--- config.mk ---
export PLATFORM = sky130hd
export DESIGN_NAME = charger_ctrl_regs
export DESIGN_NICKNAME = d
export VERILOG_FILES = /design/src/verilog/charger_ctrl_pkg.sv /design/src/verilog/charger_ctrl_regs.sv /design/src/verilog/ms_timer.sv
export VERILOG_INCLUDE_DIRS = /design/src /design/src/verilog
export SDC_FILE = /design/constraint.sdc
export NUM_CORES = 1
export LEC_CHECK = 0
export ABC_AREA = 1
export BUFFER_PORTS_ARGS = -buffer_cell sky130_fd_sc_hd__buf_2
export CAP_MARGIN = 20
export CORE_ASPECT_RATIO = 1.75
export CORE_UTILIZATION = 49
export CTS_BUF_LIST = sky130_fd_sc_hd__clkbuf_4 sky130_fd_sc_hd__clkbuf_8 sky130_fd_sc_hd__clkbuf_16
export CTS_CLUSTER_SIZE = 16
export DETAILED_ROUTE_END_ITERATION = 10
export GPL_TIMING_DRIVEN = 0
export PLACE_DENSITY = 0.79
export SLEW_MARGIN = 25
export SYNTH_ARGS = -nofsm -noshare
export SYNTH_HDL_FRONTEND = slang
export SYNTH_SLANG_ARGS = --single-unit
--- constraint.sdc ---
create_clock -name clk -period 1.5 [get_ports clk]
set_input_delay 0 -clock clk [delete_from_list [all_inputs] [get_ports clk]]
set_output_delay 0 -clock clk [all_outputs]
set_load 0.01 [all_outputs]
--- src/verilog/charger_ctrl_map.svh ---
// Purpose: offsets, field positions, reset values and timing counts
// Assumes: 125 MHz clock, 8 ns period
// Notes: times in their own units, cycle counts derived from them
`ifndef CHARGER_CTRL_MAP_SVH
`define CHARGER_CTRL_MAP_SVH
`define DETECT_SHIP_OFFSET 8'h11
`define DETECT_SHIP_RESET 8'h40
`define POWER_PATH_OFFSET 8'h12
`define POWER_PATH_RESET 8'h00
`define DS_FORCE_DETECT 7
`define DS_AUTO_DETECT 6
`define DS_ALLOW_12V 5
`define DS_ALLOW_9V 4
`define DS_HV_HANDSHAKE 3
`define DS_SHIP_ACTION_HI 2
`define DS_SHIP_ACTION_LO 1
`define DS_DELAY_SKIP 0
`define PP_GATES_OFF 7
`define PP_REVERSE_EN 6
`define PP_REV_PULSE_OFF 5
`define PP_FWD_PULSE_OFF 4
`define PP_WAKE_SELECT 3
`define PP_LINEAR_OFF 2
`define PP_REV_AUDIO_OFF 1
`define PP_FWD_AUDIO_OFF 0
// registers bits reset by watchdog expiry, and their watchdog defaults
`define DS_WDOG_MASK 8'hc0
`define DS_WDOG_VALUE 8'h40
`define PP_WDOG_MASK 8'h66
`define PP_WDOG_VALUE 8'h00
`define CLK_MHZ 125
`define MS_TICK_CYCLES (1000 * `CLK_MHZ)
`define SHIP_DELAY_S 10
`define SHIP_DELAY_MS (`SHIP_DELAY_S * 1000)
`define WAKE_LONG_S 1
`define WAKE_LONG_MS (`WAKE_LONG_S * 1000)
`define WAKE_SHORT_MS 15
`define WDOG_SETTING_RESET 3'h5
`endif

--- src/verilog/charger_ctrl_pkg.sv ---
// Purpose: types shared by the charger control register pair
// Assumes: nothing beyond the map header
// Notes: field structs mirror the register bit order
package charger_ctrl_pkg;
   typedef enum logic [1:0] {
      SHIP_IDLE = 2'h0,
      SHIP_SHUTDOWN = 2'h1,
      SHIP_SHIP = 2'h2,
      SHIP_POWER_RESET = 2'h3
   } ship_action_t;
   typedef struct packed {
      logic forcePortDetect;
      logic autoPortDetect;
      logic allowTwelveVoltRequest;
      logic allowNineVoltRequest;
      logic highVoltageAdapterHandshake;
      ship_action_t shipSwitchAction;
      logic shipActionDelaySkip;
   } detect_ship_t;
   typedef struct packed {
      logic inputGateDriversOff;
      logic reverseSupplyEnable;
      logic reverseLightLoadPulseOff;
      logic forwardLightLoadPulseOff;
      logic wakeHoldSelect;
      logic prechargeLinearModeOff;
      logic reverseAudioFloorOff;
      logic forwardAudioFloorOff;
   } power_path_t;
   typedef struct packed {
      logic twelveVoltAllowed;
      logic nineVoltAllowed;
      logic handshakeEnable;
      logic reverseOn;
      logic reversePulseAllowed;
      logic forwardPulseAllowed;
      logic prechargeLinearAllowed;
      logic reverseAudioFloor;
      logic forwardAudioFloor;
      logic gateDriverOne;
      logic gateDriverTwo;
   } converter_ctrl_t;
   typedef enum logic [1:0] {
      ACT_IDLE = 2'b00,
      ACT_WAIT = 2'b01,
      ACT_FIRE = 2'b11
   } action_state_t;
endpackage

--- src/verilog/charger_ctrl_regs.sv ---
// Purpose: input-detect/ship and power-path control register pair
// Assumes: host access by addressed byte strobes, synchronous to clk
// Notes: watchdog expiry arrives as a one-cycle pulse from outside
//
// Function
// - Detect and ship control register at 0x11, resets to 0x40.
// - Power-path mode register at 0x12, resets to zero.
// - Force detect bit starts detection, self-clears on completion or watchdog.
// - Auto detect bit enables detection on plug-in; defaults and watchdogs to 1.
// - Twelve and nine volt request steps allowed only when their bits set.
// - High-voltage adapter handshake runs only while its enable bit is 1.
// - Ship action field: idle, shutdown, ship mode, system power reset.
// - Ship action waits 10 s unless the delay skip bit is set.
// - Gate drivers off bit forces both gate driver enables low.
// - Reverse supply enable turns reverse mode on; watchdog clears it.
// - Reverse light-load pulse disable bit; watchdog clears it.
// - Forward light-load pulse disable bit, enabled by default.
// - Ship wake needs the button low 1 s, or 15 ms when selected.
// - Precharge linear mode disable bit; watchdog clears it.
// - Reverse audio floor disable bit; watchdog clears it.
// - Forward audio floor disable bit, enabled by default.
// - Watchdog expiry restores the watchdog-resettable fields to defaults.
`include "charger_ctrl_map.svh"
module charger_ctrl_regs #(
   parameter int MS_TICK = `MS_TICK_CYCLES,
   parameter int SHIP_DELAY_MS = `SHIP_DELAY_MS,
   parameter int WAKE_LONG_MS = `WAKE_LONG_MS,
   parameter int WAKE_SHORT_MS = `WAKE_SHORT_MS
) (
   input wire logic clk,
   input wire logic srst,
   // host byte access
   input wire logic regWrite,
   input wire logic regRead,
   input wire logic [7:0] regAddr,
   input wire logic [7:0] regWriteData,
   output logic [7:0] regReadData,
   output logic regReadValid,
   // system events
   input wire logic watchdogExpired,
   input wire logic supplyPlugged,
   input wire logic detectDone,
   input wire logic gateDriverOneReq,
   input wire logic gateDriverTwoReq,
   input wire logic inShipMode,
   input wire logic wakeButtonPin_n,
   // outputs to the converter logic
   output logic portDetectStart,
   output charger_ctrl_pkg::converter_ctrl_t converterCtrl,
   output logic shutdownRequest,
   output logic shipRequest,
   output logic powerResetRequest,
   output logic shipWake
);
   charger_ctrl_pkg::detect_ship_t detectShip_reg;
   charger_ctrl_pkg::power_path_t powerPath_reg;
   charger_ctrl_pkg::action_state_t actState_reg;
   charger_ctrl_pkg::ship_action_t pendingAction_reg;
   logic writeDs;
   logic writePp;
   logic plugged_reg;
   logic forceRise;
   logic delayDone;
   logic wakeDone;
   logic wakeRunning;
   logic startDelay;
   logic abortDelay;
   logic [17:0] wakeLoadMs;

   assign writeDs = regWrite && (regAddr == `DETECT_SHIP_OFFSET);
   assign writePp = regWrite && (regAddr == `POWER_PATH_OFFSET);

   // force detect starts only on a written 0->1 edge
   assign forceRise = writeDs && regWriteData[`DS_FORCE_DETECT] &&
                      !detectShip_reg.forcePortDetect;

   // register 0x11
   always_ff @(posedge clk) begin
      if (srst) begin
         detectShip_reg <= charger_ctrl_pkg::detect_ship_t'(`DETECT_SHIP_RESET);
      end else begin
         if (writeDs) begin
            detectShip_reg <= charger_ctrl_pkg::detect_ship_t'(regWriteData);
         end else if (startDelay) begin
            // request taken; field reads back idle once consumed
            detectShip_reg.shipSwitchAction <= charger_ctrl_pkg::SHIP_IDLE;
         end
         // watchdog wins over a write in the same cycle; completion does too, except over a 0->1 force write
         if (detectDone && !forceRise) begin
            detectShip_reg.forcePortDetect <= 1'b0;
         end
         if (watchdogExpired) begin
            detectShip_reg <= charger_ctrl_pkg::detect_ship_t'(
               (8'(detectShip_reg) & ~`DS_WDOG_MASK) | `DS_WDOG_VALUE);
         end
      end
   end

   // register 0x12
   always_ff @(posedge clk) begin
      if (srst) begin
         powerPath_reg <= charger_ctrl_pkg::power_path_t'(`POWER_PATH_RESET);
      end else if (watchdogExpired) begin
         powerPath_reg <= charger_ctrl_pkg::power_path_t'(
            (8'(powerPath_reg) & ~`PP_WDOG_MASK) | `PP_WDOG_VALUE);
      end else if (writePp) begin
         powerPath_reg <= charger_ctrl_pkg::power_path_t'(regWriteData);
      end
   end

   // read port answers one cycle after the strobe; unmapped reads zero
   always_ff @(posedge clk) begin
      if (srst) begin
         regReadData <= 8'h00;
         regReadValid <= 1'b0;
      end else begin
         regReadValid <= regRead;
         if (regRead) begin
            case (regAddr)
               `DETECT_SHIP_OFFSET: regReadData <= 8'(detectShip_reg);
               `POWER_PATH_OFFSET: regReadData <= 8'(powerPath_reg);
               default: regReadData <= 8'h00;
            endcase
         end
      end
   end

   // detection start: forced, or automatic on plug-in
   always_ff @(posedge clk) begin
      if (srst) begin
         plugged_reg <= 1'b0;
         portDetectStart <= 1'b0;
      end else begin
         plugged_reg <= supplyPlugged;
         portDetectStart <= forceRise ||
            (supplyPlugged && !plugged_reg && detectShip_reg.autoPortDetect);
      end
   end

   // converter steering
   always_ff @(posedge clk) begin
      if (srst) begin
         converterCtrl <= '0;
      end else begin
         converterCtrl.handshakeEnable <= detectShip_reg.highVoltageAdapterHandshake;
         converterCtrl.twelveVoltAllowed <= detectShip_reg.highVoltageAdapterHandshake &&
                                            detectShip_reg.allowTwelveVoltRequest;
         converterCtrl.nineVoltAllowed <= detectShip_reg.highVoltageAdapterHandshake &&
                                          detectShip_reg.allowNineVoltRequest;
         converterCtrl.gateDriverOne <= gateDriverOneReq &&
                                        !powerPath_reg.inputGateDriversOff;
         converterCtrl.gateDriverTwo <= gateDriverTwoReq &&
                                        !powerPath_reg.inputGateDriversOff;
         converterCtrl.reverseOn <= powerPath_reg.reverseSupplyEnable;
         converterCtrl.reversePulseAllowed <= !powerPath_reg.reverseLightLoadPulseOff;
         converterCtrl.forwardPulseAllowed <= !powerPath_reg.forwardLightLoadPulseOff;
         converterCtrl.prechargeLinearAllowed <= !powerPath_reg.prechargeLinearModeOff;
         converterCtrl.reverseAudioFloor <= !powerPath_reg.reverseAudioFloorOff;
         converterCtrl.forwardAudioFloor <= !powerPath_reg.forwardAudioFloorOff;
      end
   end

   // ship action sequencer; one shared timer, so a wake hold and
   // a pending delay never overlap (wake only counts in ship mode)
   assign startDelay = (actState_reg == charger_ctrl_pkg::ACT_IDLE) &&
                       (detectShip_reg.shipSwitchAction != charger_ctrl_pkg::SHIP_IDLE) &&
                       !writeDs && !watchdogExpired;
   // a pending request written back to idle is withdrawn
   assign abortDelay = (actState_reg == charger_ctrl_pkg::ACT_WAIT) && writeDs &&
      (regWriteData[`DS_SHIP_ACTION_HI:`DS_SHIP_ACTION_LO] == 2'h0);

   always_ff @(posedge clk) begin
      if (srst) begin
         actState_reg <= charger_ctrl_pkg::ACT_IDLE;
         pendingAction_reg <= charger_ctrl_pkg::SHIP_IDLE;
      end else begin
         case (actState_reg)
            charger_ctrl_pkg::ACT_IDLE: begin
               if (startDelay) begin
                  pendingAction_reg <= detectShip_reg.shipSwitchAction;
                  actState_reg <= detectShip_reg.shipActionDelaySkip ?
                                  charger_ctrl_pkg::ACT_FIRE :
                                  charger_ctrl_pkg::ACT_WAIT;
               end
            end
            charger_ctrl_pkg::ACT_WAIT: begin
               if (abortDelay) begin
                  actState_reg <= charger_ctrl_pkg::ACT_IDLE;
               end else if (delayDone) begin
                  actState_reg <= charger_ctrl_pkg::ACT_FIRE;
               end
            end
            charger_ctrl_pkg::ACT_FIRE: begin
               actState_reg <= charger_ctrl_pkg::ACT_IDLE;
            end
            default: actState_reg <= charger_ctrl_pkg::ACT_IDLE;
         endcase
      end
   end

   // one-cycle action pulses
   always_ff @(posedge clk) begin
      if (srst) begin
         shutdownRequest <= 1'b0;
         shipRequest <= 1'b0;
         powerResetRequest <= 1'b0;
      end else begin
         shutdownRequest <= (actState_reg == charger_ctrl_pkg::ACT_FIRE) &&
                            (pendingAction_reg == charger_ctrl_pkg::SHIP_SHUTDOWN);
         shipRequest <= (actState_reg == charger_ctrl_pkg::ACT_FIRE) &&
                        (pendingAction_reg == charger_ctrl_pkg::SHIP_SHIP);
         powerResetRequest <= (actState_reg == charger_ctrl_pkg::ACT_FIRE) &&
                              (pendingAction_reg == charger_ctrl_pkg::SHIP_POWER_RESET);
      end
   end

   // wake hold: timer loads on button press in ship mode, aborts on release
   logic wakeLoad;
   logic wakeAbort;
   logic timerLoad;
   logic [17:0] timerLoadMs;
   logic timerAbort;
   logic timerDone;
   logic button_reg;

   always_ff @(posedge clk) begin
      if (srst) begin
         button_reg <= 1'b1;
      end else begin
         button_reg <= wakeButtonPin_n;
      end
   end

   assign wakeLoadMs = powerPath_reg.wakeHoldSelect ? 18'(WAKE_SHORT_MS) :
                       18'(WAKE_LONG_MS);
   // a ship delay takes the shared timer from a wake hold, never the reverse;
   // otherwise a button release would abort the pending ship delay
   logic shipDelayLoad;
   assign shipDelayLoad = startDelay && !detectShip_reg.shipActionDelaySkip;
   assign wakeLoad = inShipMode && !wakeButtonPin_n && button_reg && !shipDelayLoad &&
                     (actState_reg != charger_ctrl_pkg::ACT_WAIT);
   assign wakeAbort = wakeRunning && (wakeButtonPin_n || !inShipMode);
   assign timerLoad = shipDelayLoad || wakeLoad;
   assign timerLoadMs = wakeLoad ? wakeLoadMs : 18'(SHIP_DELAY_MS);
   assign timerAbort = abortDelay || (wakeAbort && !shipDelayLoad);
   assign delayDone = timerDone && (actState_reg == charger_ctrl_pkg::ACT_WAIT);
   assign wakeDone = timerDone && wakeRunning && !wakeButtonPin_n;

   always_ff @(posedge clk) begin
      if (srst) begin
         wakeRunning <= 1'b0;
         shipWake <= 1'b0;
      end else begin
         shipWake <= wakeDone;
         if (wakeLoad) begin
            wakeRunning <= 1'b1;
         end else if (timerDone || wakeAbort || shipDelayLoad) begin
            wakeRunning <= 1'b0;
         end
      end
   end

   ms_timer #(
      .TICK_CYCLES(MS_TICK),
      .MS_WIDTH(18)
   ) ms_timer_i (
      .clk(clk),
      .srst(srst),
      .load(timerLoad),
      .loadMs(timerLoadMs),
      .abort(timerAbort),
      .running(),
      .done(timerDone)
   );
endmodule // charger_ctrl_regs

--- src/verilog/ms_timer.sv ---
// Purpose: millisecond tick divider and down-counter of milliseconds
// Assumes: single clock, synchronous reset
// Notes: done pulses one cycle when a loaded count expires
`include "charger_ctrl_map.svh"
module ms_timer #(
   parameter int TICK_CYCLES = `MS_TICK_CYCLES,
   parameter int MS_WIDTH = 18
) (
   input wire logic clk,
   input wire logic srst,
   input wire logic load,
   input wire logic [MS_WIDTH-1:0] loadMs,
   input wire logic abort,
   output logic running,
   output logic done
);
   logic [31:0] divReg;
   logic [MS_WIDTH-1:0] msReg;
   logic tick;

   // divider restarts on load so the first millisecond is whole
   assign tick = (divReg == 32'(TICK_CYCLES - 1));

   always_ff @(posedge clk) begin
      if (srst || load || abort || !running || tick) begin
         divReg <= 32'h0;
      end else begin
         divReg <= divReg + 32'h1;
      end
   end

   always_ff @(posedge clk) begin
      if (srst || abort) begin
         msReg <= '0;
         running <= 1'b0;
         done <= 1'b0;
      end else if (load) begin
         msReg <= loadMs;
         running <= 1'b1;
         done <= 1'b0;
      end else if (running && tick) begin
         msReg <= msReg - MS_WIDTH'(1);
         running <= (msReg > MS_WIDTH'(1));
         done <= (msReg <= MS_WIDTH'(1));
      end else begin
         done <= 1'b0;
      end
   end
endmodule // ms_timer

# Word-level counts from Yosys, hierarchy flattened
# Cells that the tools add are included.
dict set report op_classes {
  n_addsub 2
  n_mul 0
  div 0
  n_lt_le_gt_ge 2
  n_eq_ne 11
  shift 0
  n_mux 16
  bitwise 2
  reduce_logical 71
}
# cell count
set ops {}
lappend ops {{$mux W18} 2}
lappend ops {{$add A32 B1 Y32 const B} 1}
lappend ops {{$eq A32 B17 Y1 const B} 1}
lappend ops {{$logic_and A1 B1 Y1} 30}
lappend ops {{$gt A18 B1 Y1 const B} 1}
lappend ops {{$le A18 B1 Y1 const B} 1}
lappend ops {{$sub A18 B1 Y18 const B} 1}
lappend ops {{$eq A8 B5 Y1 const B} 2}
lappend ops {{$logic_not A1 Y1} 16}
lappend ops {{$pmux W8 S2} 1}
lappend ops {{$mux W14} 1}
lappend ops {{$mux W2} 6}
lappend ops {{$logic_or A1 B1 Y1} 11}
lappend ops {{$mux W10} 1}
lappend ops {{$reduce_and A2 Y1} 5}
lappend ops {{$reduce_bool A2 Y1} 4}
lappend ops {{$eq A2 B2 Y1 const B} 3}
lappend ops {{$reduce_or A3 Y1} 2}
lappend ops {{$eq A2 B1 Y1 const B} 2}
lappend ops {{$logic_not A2 Y1} 2}
lappend ops {{$mux W1} 4}
lappend ops {{$pmux W2 S2} 1}
lappend ops {{$ne A3 B3 Y1 const B} 1}
lappend ops {{$ne A2 B1 Y1 const B} 1}
lappend ops {{3 further kinds} 4}
dict set report totals {
  register_bits 100
  latch_bits 0
  mem_bits_rw 0
  romBits 0
  in_bits 27
  wordCells 146
  mem_count 0
}

# Longest topological paths before layout
dict set report depth {
  depth_word 14
  ltp_mapped 12
  depth_no_buf 12
}

# Cells and area by module
# Synthesis repeated with hierarchy kept, for this count alone.
dict set report hier_totals {
  cells_unflattened 821
  area_unflattened_um2 5272.6
}
# module instances cells_per_inst area_each_um2 seq_area_each_um2
set modules_own_cells {}
lappend modules_own_cells {ms_timer 1 546 3285.7 1041.0}
lappend modules_own_cells {charger_ctrl_regs 1 275 1986.9 960.9}

# Least setup slack after synthesis
# Ideal clock, no wire load.
dict set report synth_path {
  kind {reg-to-reg}
  start {register ms_timer_i.divReg[0]}
  end {register ms_timer_i.msReg[7]}
  setup_time_ps 113
  arrival_time_ps 1473
  required_time_ps 1387
  path_slack_ps -86
  path_stages_with_launch 12
  path_buffers 1
  synth_period_minus_slack_ps 1586
  cell_sequence {dfxtp_1 ha_1 nand2_1 nor2_1 nand2_1 nor2_1 nand2_2 nor2_8 nor2_4 buf_6 nor2_1 nor2_1}
}
dict set report synth_via {
  elab_chain_cells 3
}
# item line_no
set synth_lines {}
lappend synth_lines {{from (decl)} ms_timer.sv:17} ;# logic [31:0] divReg;
lappend synth_lines {{from (signal assigned)} ms_timer.sv:28} ;# divReg <= divReg + 32'h1;
lappend synth_lines {{$eq A32 B17 Y1} ms_timer.sv:22} ;# assign tick = (divReg == 32'(TICK_CYCLES - 1));
lappend synth_lines {{$logic_and A1 B1 Y1} ms_timer.sv:41} ;# end else if (running && tick) begin
lappend synth_lines {{$reduce_bool A2 Y1 (no line)} n/a}
lappend synth_lines {{to (signal assigned)} ms_timer.sv:38} ;# msReg <= loadMs;
lappend synth_lines {{to (signal assigned)} ms_timer.sv:42} ;# msReg <= msReg - MS_WIDTH'(1);
lappend synth_lines {{to (decl)} ms_timer.sv:18} ;# logic [MS_WIDTH-1:0] msReg;
# No other way between the ends.
# A chain may end at the register's enable or synchronous reset.

# Worst setup path after layout
dict set report layout_path {
  start {register ms_timer_i.divReg[0]}
  end {register ms_timer_i.divReg[8]}
}
dict set report layout_via {
  elab_chain_cells 2
  elab_cells_between_ends 3
}
# item
set layout_lines {}
lappend layout_lines {{branches (longest 2 deep; another with $add A32 B1 Y32)}}
# Parallel ways; which one is timed is not known.

==> flow_summary.json <==
{
  "status": "finished with violations",
  "violations": "setup timing",
  "routedWlPerCell_um": 14.6,
  "gp_congestion": 0.991,
  "root_buffer": "clkbuf_16",
  "htreeDepth": 3,
  "grt_pass1_wl_um": 22100,
  "syn_to_final_growth_pct": 32.6,
  "multi_input_area_mm2": 0.00302,
  "fin_nets": 881,
  "grt_pass1_vias": 5086,
  "die_w_um": 79.2,
  "track_usage_pct": 27.1,
  "final_cell_mix": "nand2_1, nor2_1, inv_1",
  "route.met3.wl_um": 470,
  "routed.top_layer": "met4",
  "rr_startpoint": "ms_timer_i.divReg[0]$_SDFF_PP0_",
  "hpwl_um": 10000,
  "antenna_cells": 0,
  "reg2reg_depth": 11,
  "crit_family": "simple AND/OR/NAND/NOR gates",
  "ys_seq_area_share_pct": 39.2,
  "crit_buf_inv": 3,
  "synth_fp_nets": 774,
  "cts.clk_slew.worst_paths_ns": 0.07,
  "grt_max_degree": 19,
  "drv_slew": 0,
  "layout-drive-gt1-share_pct": 29.7,
  "crit_required_ns": 1.74,
  "critPathSlowestCell": "dfxtp_4",
  "synth_area_mm2": 0.00511,
  "ys_warn_count": 0,
  "core-area_mm2": 0.0102,
  "ys_ff_latch": 100,
  "slew_headroom_pct": 62.6,
  "clock_skew_ns": 0.00711,
  "crit_arrival_ns": 1.90,
  "via_count": 5082,
  "cts_tree": "yes",
  "rows": 49,
  "finalSetupViolations": 46,
  "fin_cells": 983,
  "hold_path_depth": 4,
  "synth_cells": 744,
  "critical_path.endpoint_type": "flip-flop",
  "die-area_mm2": 0.0109,
  "rsz0062_at_grt": "yes",
  "numCtsBuffers": 9,
  "firstDrtPassIters": 8,
  "fp.dieH_um": 137,
  "largest_register_ffs": 32,
  "p_per_area_mw_per_mm2": 855,
  "grt.overflow.total": 0,
  "worstHoldStart": "watchdogExpired",
  "crit_chain": "ha_4, nand2_4, nor2_4, nand2_2, nor2_4, nand2_4, buf_4, nand4_4, buf_12, clkbuf_16, nor2_2",
  "vdd_drop_max_v": 0.000623,
  "fillCellCount": 876,
  "drt_wl_total_um": 14400,
  "criticalPathCategory": "flip-flop to flip-flop",
  "startpoint_type": "flip-flop",
  "rr_endpoint": "ms_timer_i.divReg[8]$_SDFF_PP0_",
  "place_inst": 920,
  "fin_util_pct": 66.6,
  "portBuffers": 49,
  "insertion_delay_ns": 0.34,
  "worst_slew_pin_slew_ns": 0.560,
  "critPathMaxStageDelay_ns": 0.37,
  "hold_violations": 0,
  "syn_area_per_cell_um2": 6.87,
  "clockBufferDepth": 2,
  "min_path_type": "input pin to flip-flop",
  "reg_top3": "ms_timer_i.divReg: 32 flops, ms_timer_i.msReg: 18 flops, converterCtrl: 11 flops",
  "post-route-min-period_ns": 1.67,
  "ios": 52,
  "synth.distinct_cells": 35,
  "period_share_pct": 111,
  "r2r_slack_ns": -0.17,
  "worst_slack_ns": -0.167,
  "top_register": "ms_timer_i.divReg",
  "hold_end": "detectShip_reg[7]$_SDFFE_PP0P_",
  "power.leakage_nw": 2.97,
  "cp_max_fo": 5,
  "area.sequential_mm2": 0.00204,
  "met1Wirelength_um": 4690,
  "final_common_cell": "nand2_1",
  "viasPerCell": 5.17,
  "grt_antenna_before_repair": 0,
  "wl_met2_um": 7940,
  "route.detailed.drc": 0,
  "fmax_mhz": 600,
  "drv_cap": 0,
  "drtAntennaViolNets": 0,
  "cts.sinks": 100,
  "drt_iter0_drc": 239,
  "initial_utilization_pct": 50.2
}
==> kinds of logic after synthesis <==
| logic type | share of synthesized area [%] |
|---|---|
| XOR/XNOR | 6.34 |
| AND/OR/NAND/NOR | 36.2 |
| flip-flops | 39.2 |
| adder cells (fa/ha/maj) | 0.735 |
| AO/OA/AOI/OAI | 7.47 |
| buffers and inverters | 10.1 |
==> per-stage QoR <==
| stage | area [µm²] | setup WS, ns | hold WS (ns) | setup TNS (ns) | power (mW) |
|---|---|---|---|---|---|
| 2_1_floorplan | 5130 | 0.0163 | 0.109 | 0 | 3.24 |
| 3_3_place_gp | 5530 | -0.344 | 0.209 | -9.70 | 3.40 |
| 3_5_place_dp | 5530 | -0.330 | 0.216 | -9.69 | 3.41 |
| 4_1_cts | 6390 | -0.0897 | 0.00231 | -2.78 | 5.70 |
| 5_1_grt | 6780 | -0.274 | 0.0632 | -10.13 | 6.02 |
| 6_report | 6780 | -0.167 | 0.0379 | -5.14 | 5.80 |
==> cells in the mapped netlist <==
cell type / n / share of area [%]
clkinv_1: 1 / 0.073
inv_4: 1 / 0.12
nand4_4: 1 / 0.42
xnor2_1: 12 / 2.1
nand2_2: 5 / 0.61
a21oi_1: 23 / 2.3
inv_1: 109 / 8.0
nand3_4: 2 / 0.69
xor2_1: 25 / 4.3
nor4_1: 5 / 0.61
o221ai_1: 1 / 0.17
nand2_4: 1 / 0.22
and2_1: 1 / 0.12
nor2_8: 1 / 0.39
inv_2: 1 / 0.073
a21oi_4: 1 / 0.32
buf_4: 2 / 0.29
buf_6: 4 / 0.88
o211ai_1: 1 / 0.15
clkbuf_8: 1 / 0.27
nand2_1: 152 / 11
ha_1: 3 / 0.73
a221oi_1: 1 / 0.17
o22ai_1: 6 / 0.73
o21a_1: 1 / 0.15
o21ai_0: 36 / 3.5
nand3_1: 44 / 4.3
nor2_1: 135 / 9.9
nor3_1: 21 / 2.1
nor3_2: 2 / 0.39
dfxtp_1: 100 / 39
nor2_4: 4 / 0.88
clkbuf_1: 5 / 0.37
nor2_2: 33 / 4.0
nand4_1: 3 / 0.37
==> where the power goes <==
part / switching (mW) / leakage (nW) / internal, mW / total, mW
registers: 0.0436 / 0.824 / 2.70 / 2.74
clock network: 1.06 / 0.138 / 1.15 / 2.21
logic: 0.493 / 2.01 / 0.347 / 0.840
total: 1.60 / 2.97 / 4.20 / 5.80
==> worst reg2reg max path: cells and delay by family (launching register included) <==
| family | cells | cell delay (ns) |
|---|---|---|
| buffers and inverters | 3 | 0.45 |
| adder cells (fa/ha/maj) | 1 | 0.16 |
| AND/OR/NAND/NOR | 7 | 0.58 |
| flip-flops | 1 | 0.37 |
==> final cells by class <==
class / instances / area share (%)
tap: 127 / 2.34
timing repair buffer: 96 / 10.8
clock buffer: 9 / 3.32
buffer: 12 / 1.68
multi-input combinational: 520 / 44.6
clock inverter: 7 / 0.831
sequential: 100 / 30.1
inverter: 112 / 6.37
==> worst max-delay path by stage <==
| stage | from | end | depth (start not counted) |
|---|---|---|---|
| finish | ms_timer_i.divReg[0]$_SDFF_PP0_ | ms_timer_i.divReg[8]$_SDFF_PP0_ | 11 |
| global route | ms_timer_i.divReg[5]$_SDFF_PP0_ | ms_timer_i.msReg[13]$_SDFFE_PP0P_ | 12 |
| CTS | ms_timer_i.divReg[0]$_SDFF_PP0_ | ms_timer_i.msReg[4]$_SDFFE_PP0P_ | 11 |
| detailed placement | ms_timer_i.divReg[0]$_SDFF_PP0_ | ms_timer_i.divReg[28]$_SDFF_PP0_ | 10 |
| global placement | ms_timer_i.divReg[0]$_SDFF_PP0_ | ms_timer_i.divReg[28]$_SDFF_PP0_ | 10 |
| floorplan | ms_timer_i.divReg[1]$_SDFF_PP0_ | ms_timer_i.msReg[13]$_SDFFE_PP0P_ | 11 |
==> repair_timing <==
item	CTS	global route
setup endpoints to repair	53	52
hold buffers	14	0
pin swaps	13	26
gates resized for setup	73	75
endpoints found under the hold margin	18	0
cloned	3	1
buffers inserted	14	15
==> per-layer routing <==
layer,GRT usage [%],vias up
met5,0,-
met4,24.1,0
met3,4.67,88
met2,52.9,181
met1,22.1,2297
li1,-,2516
Power figures use the tool's default switching activity.
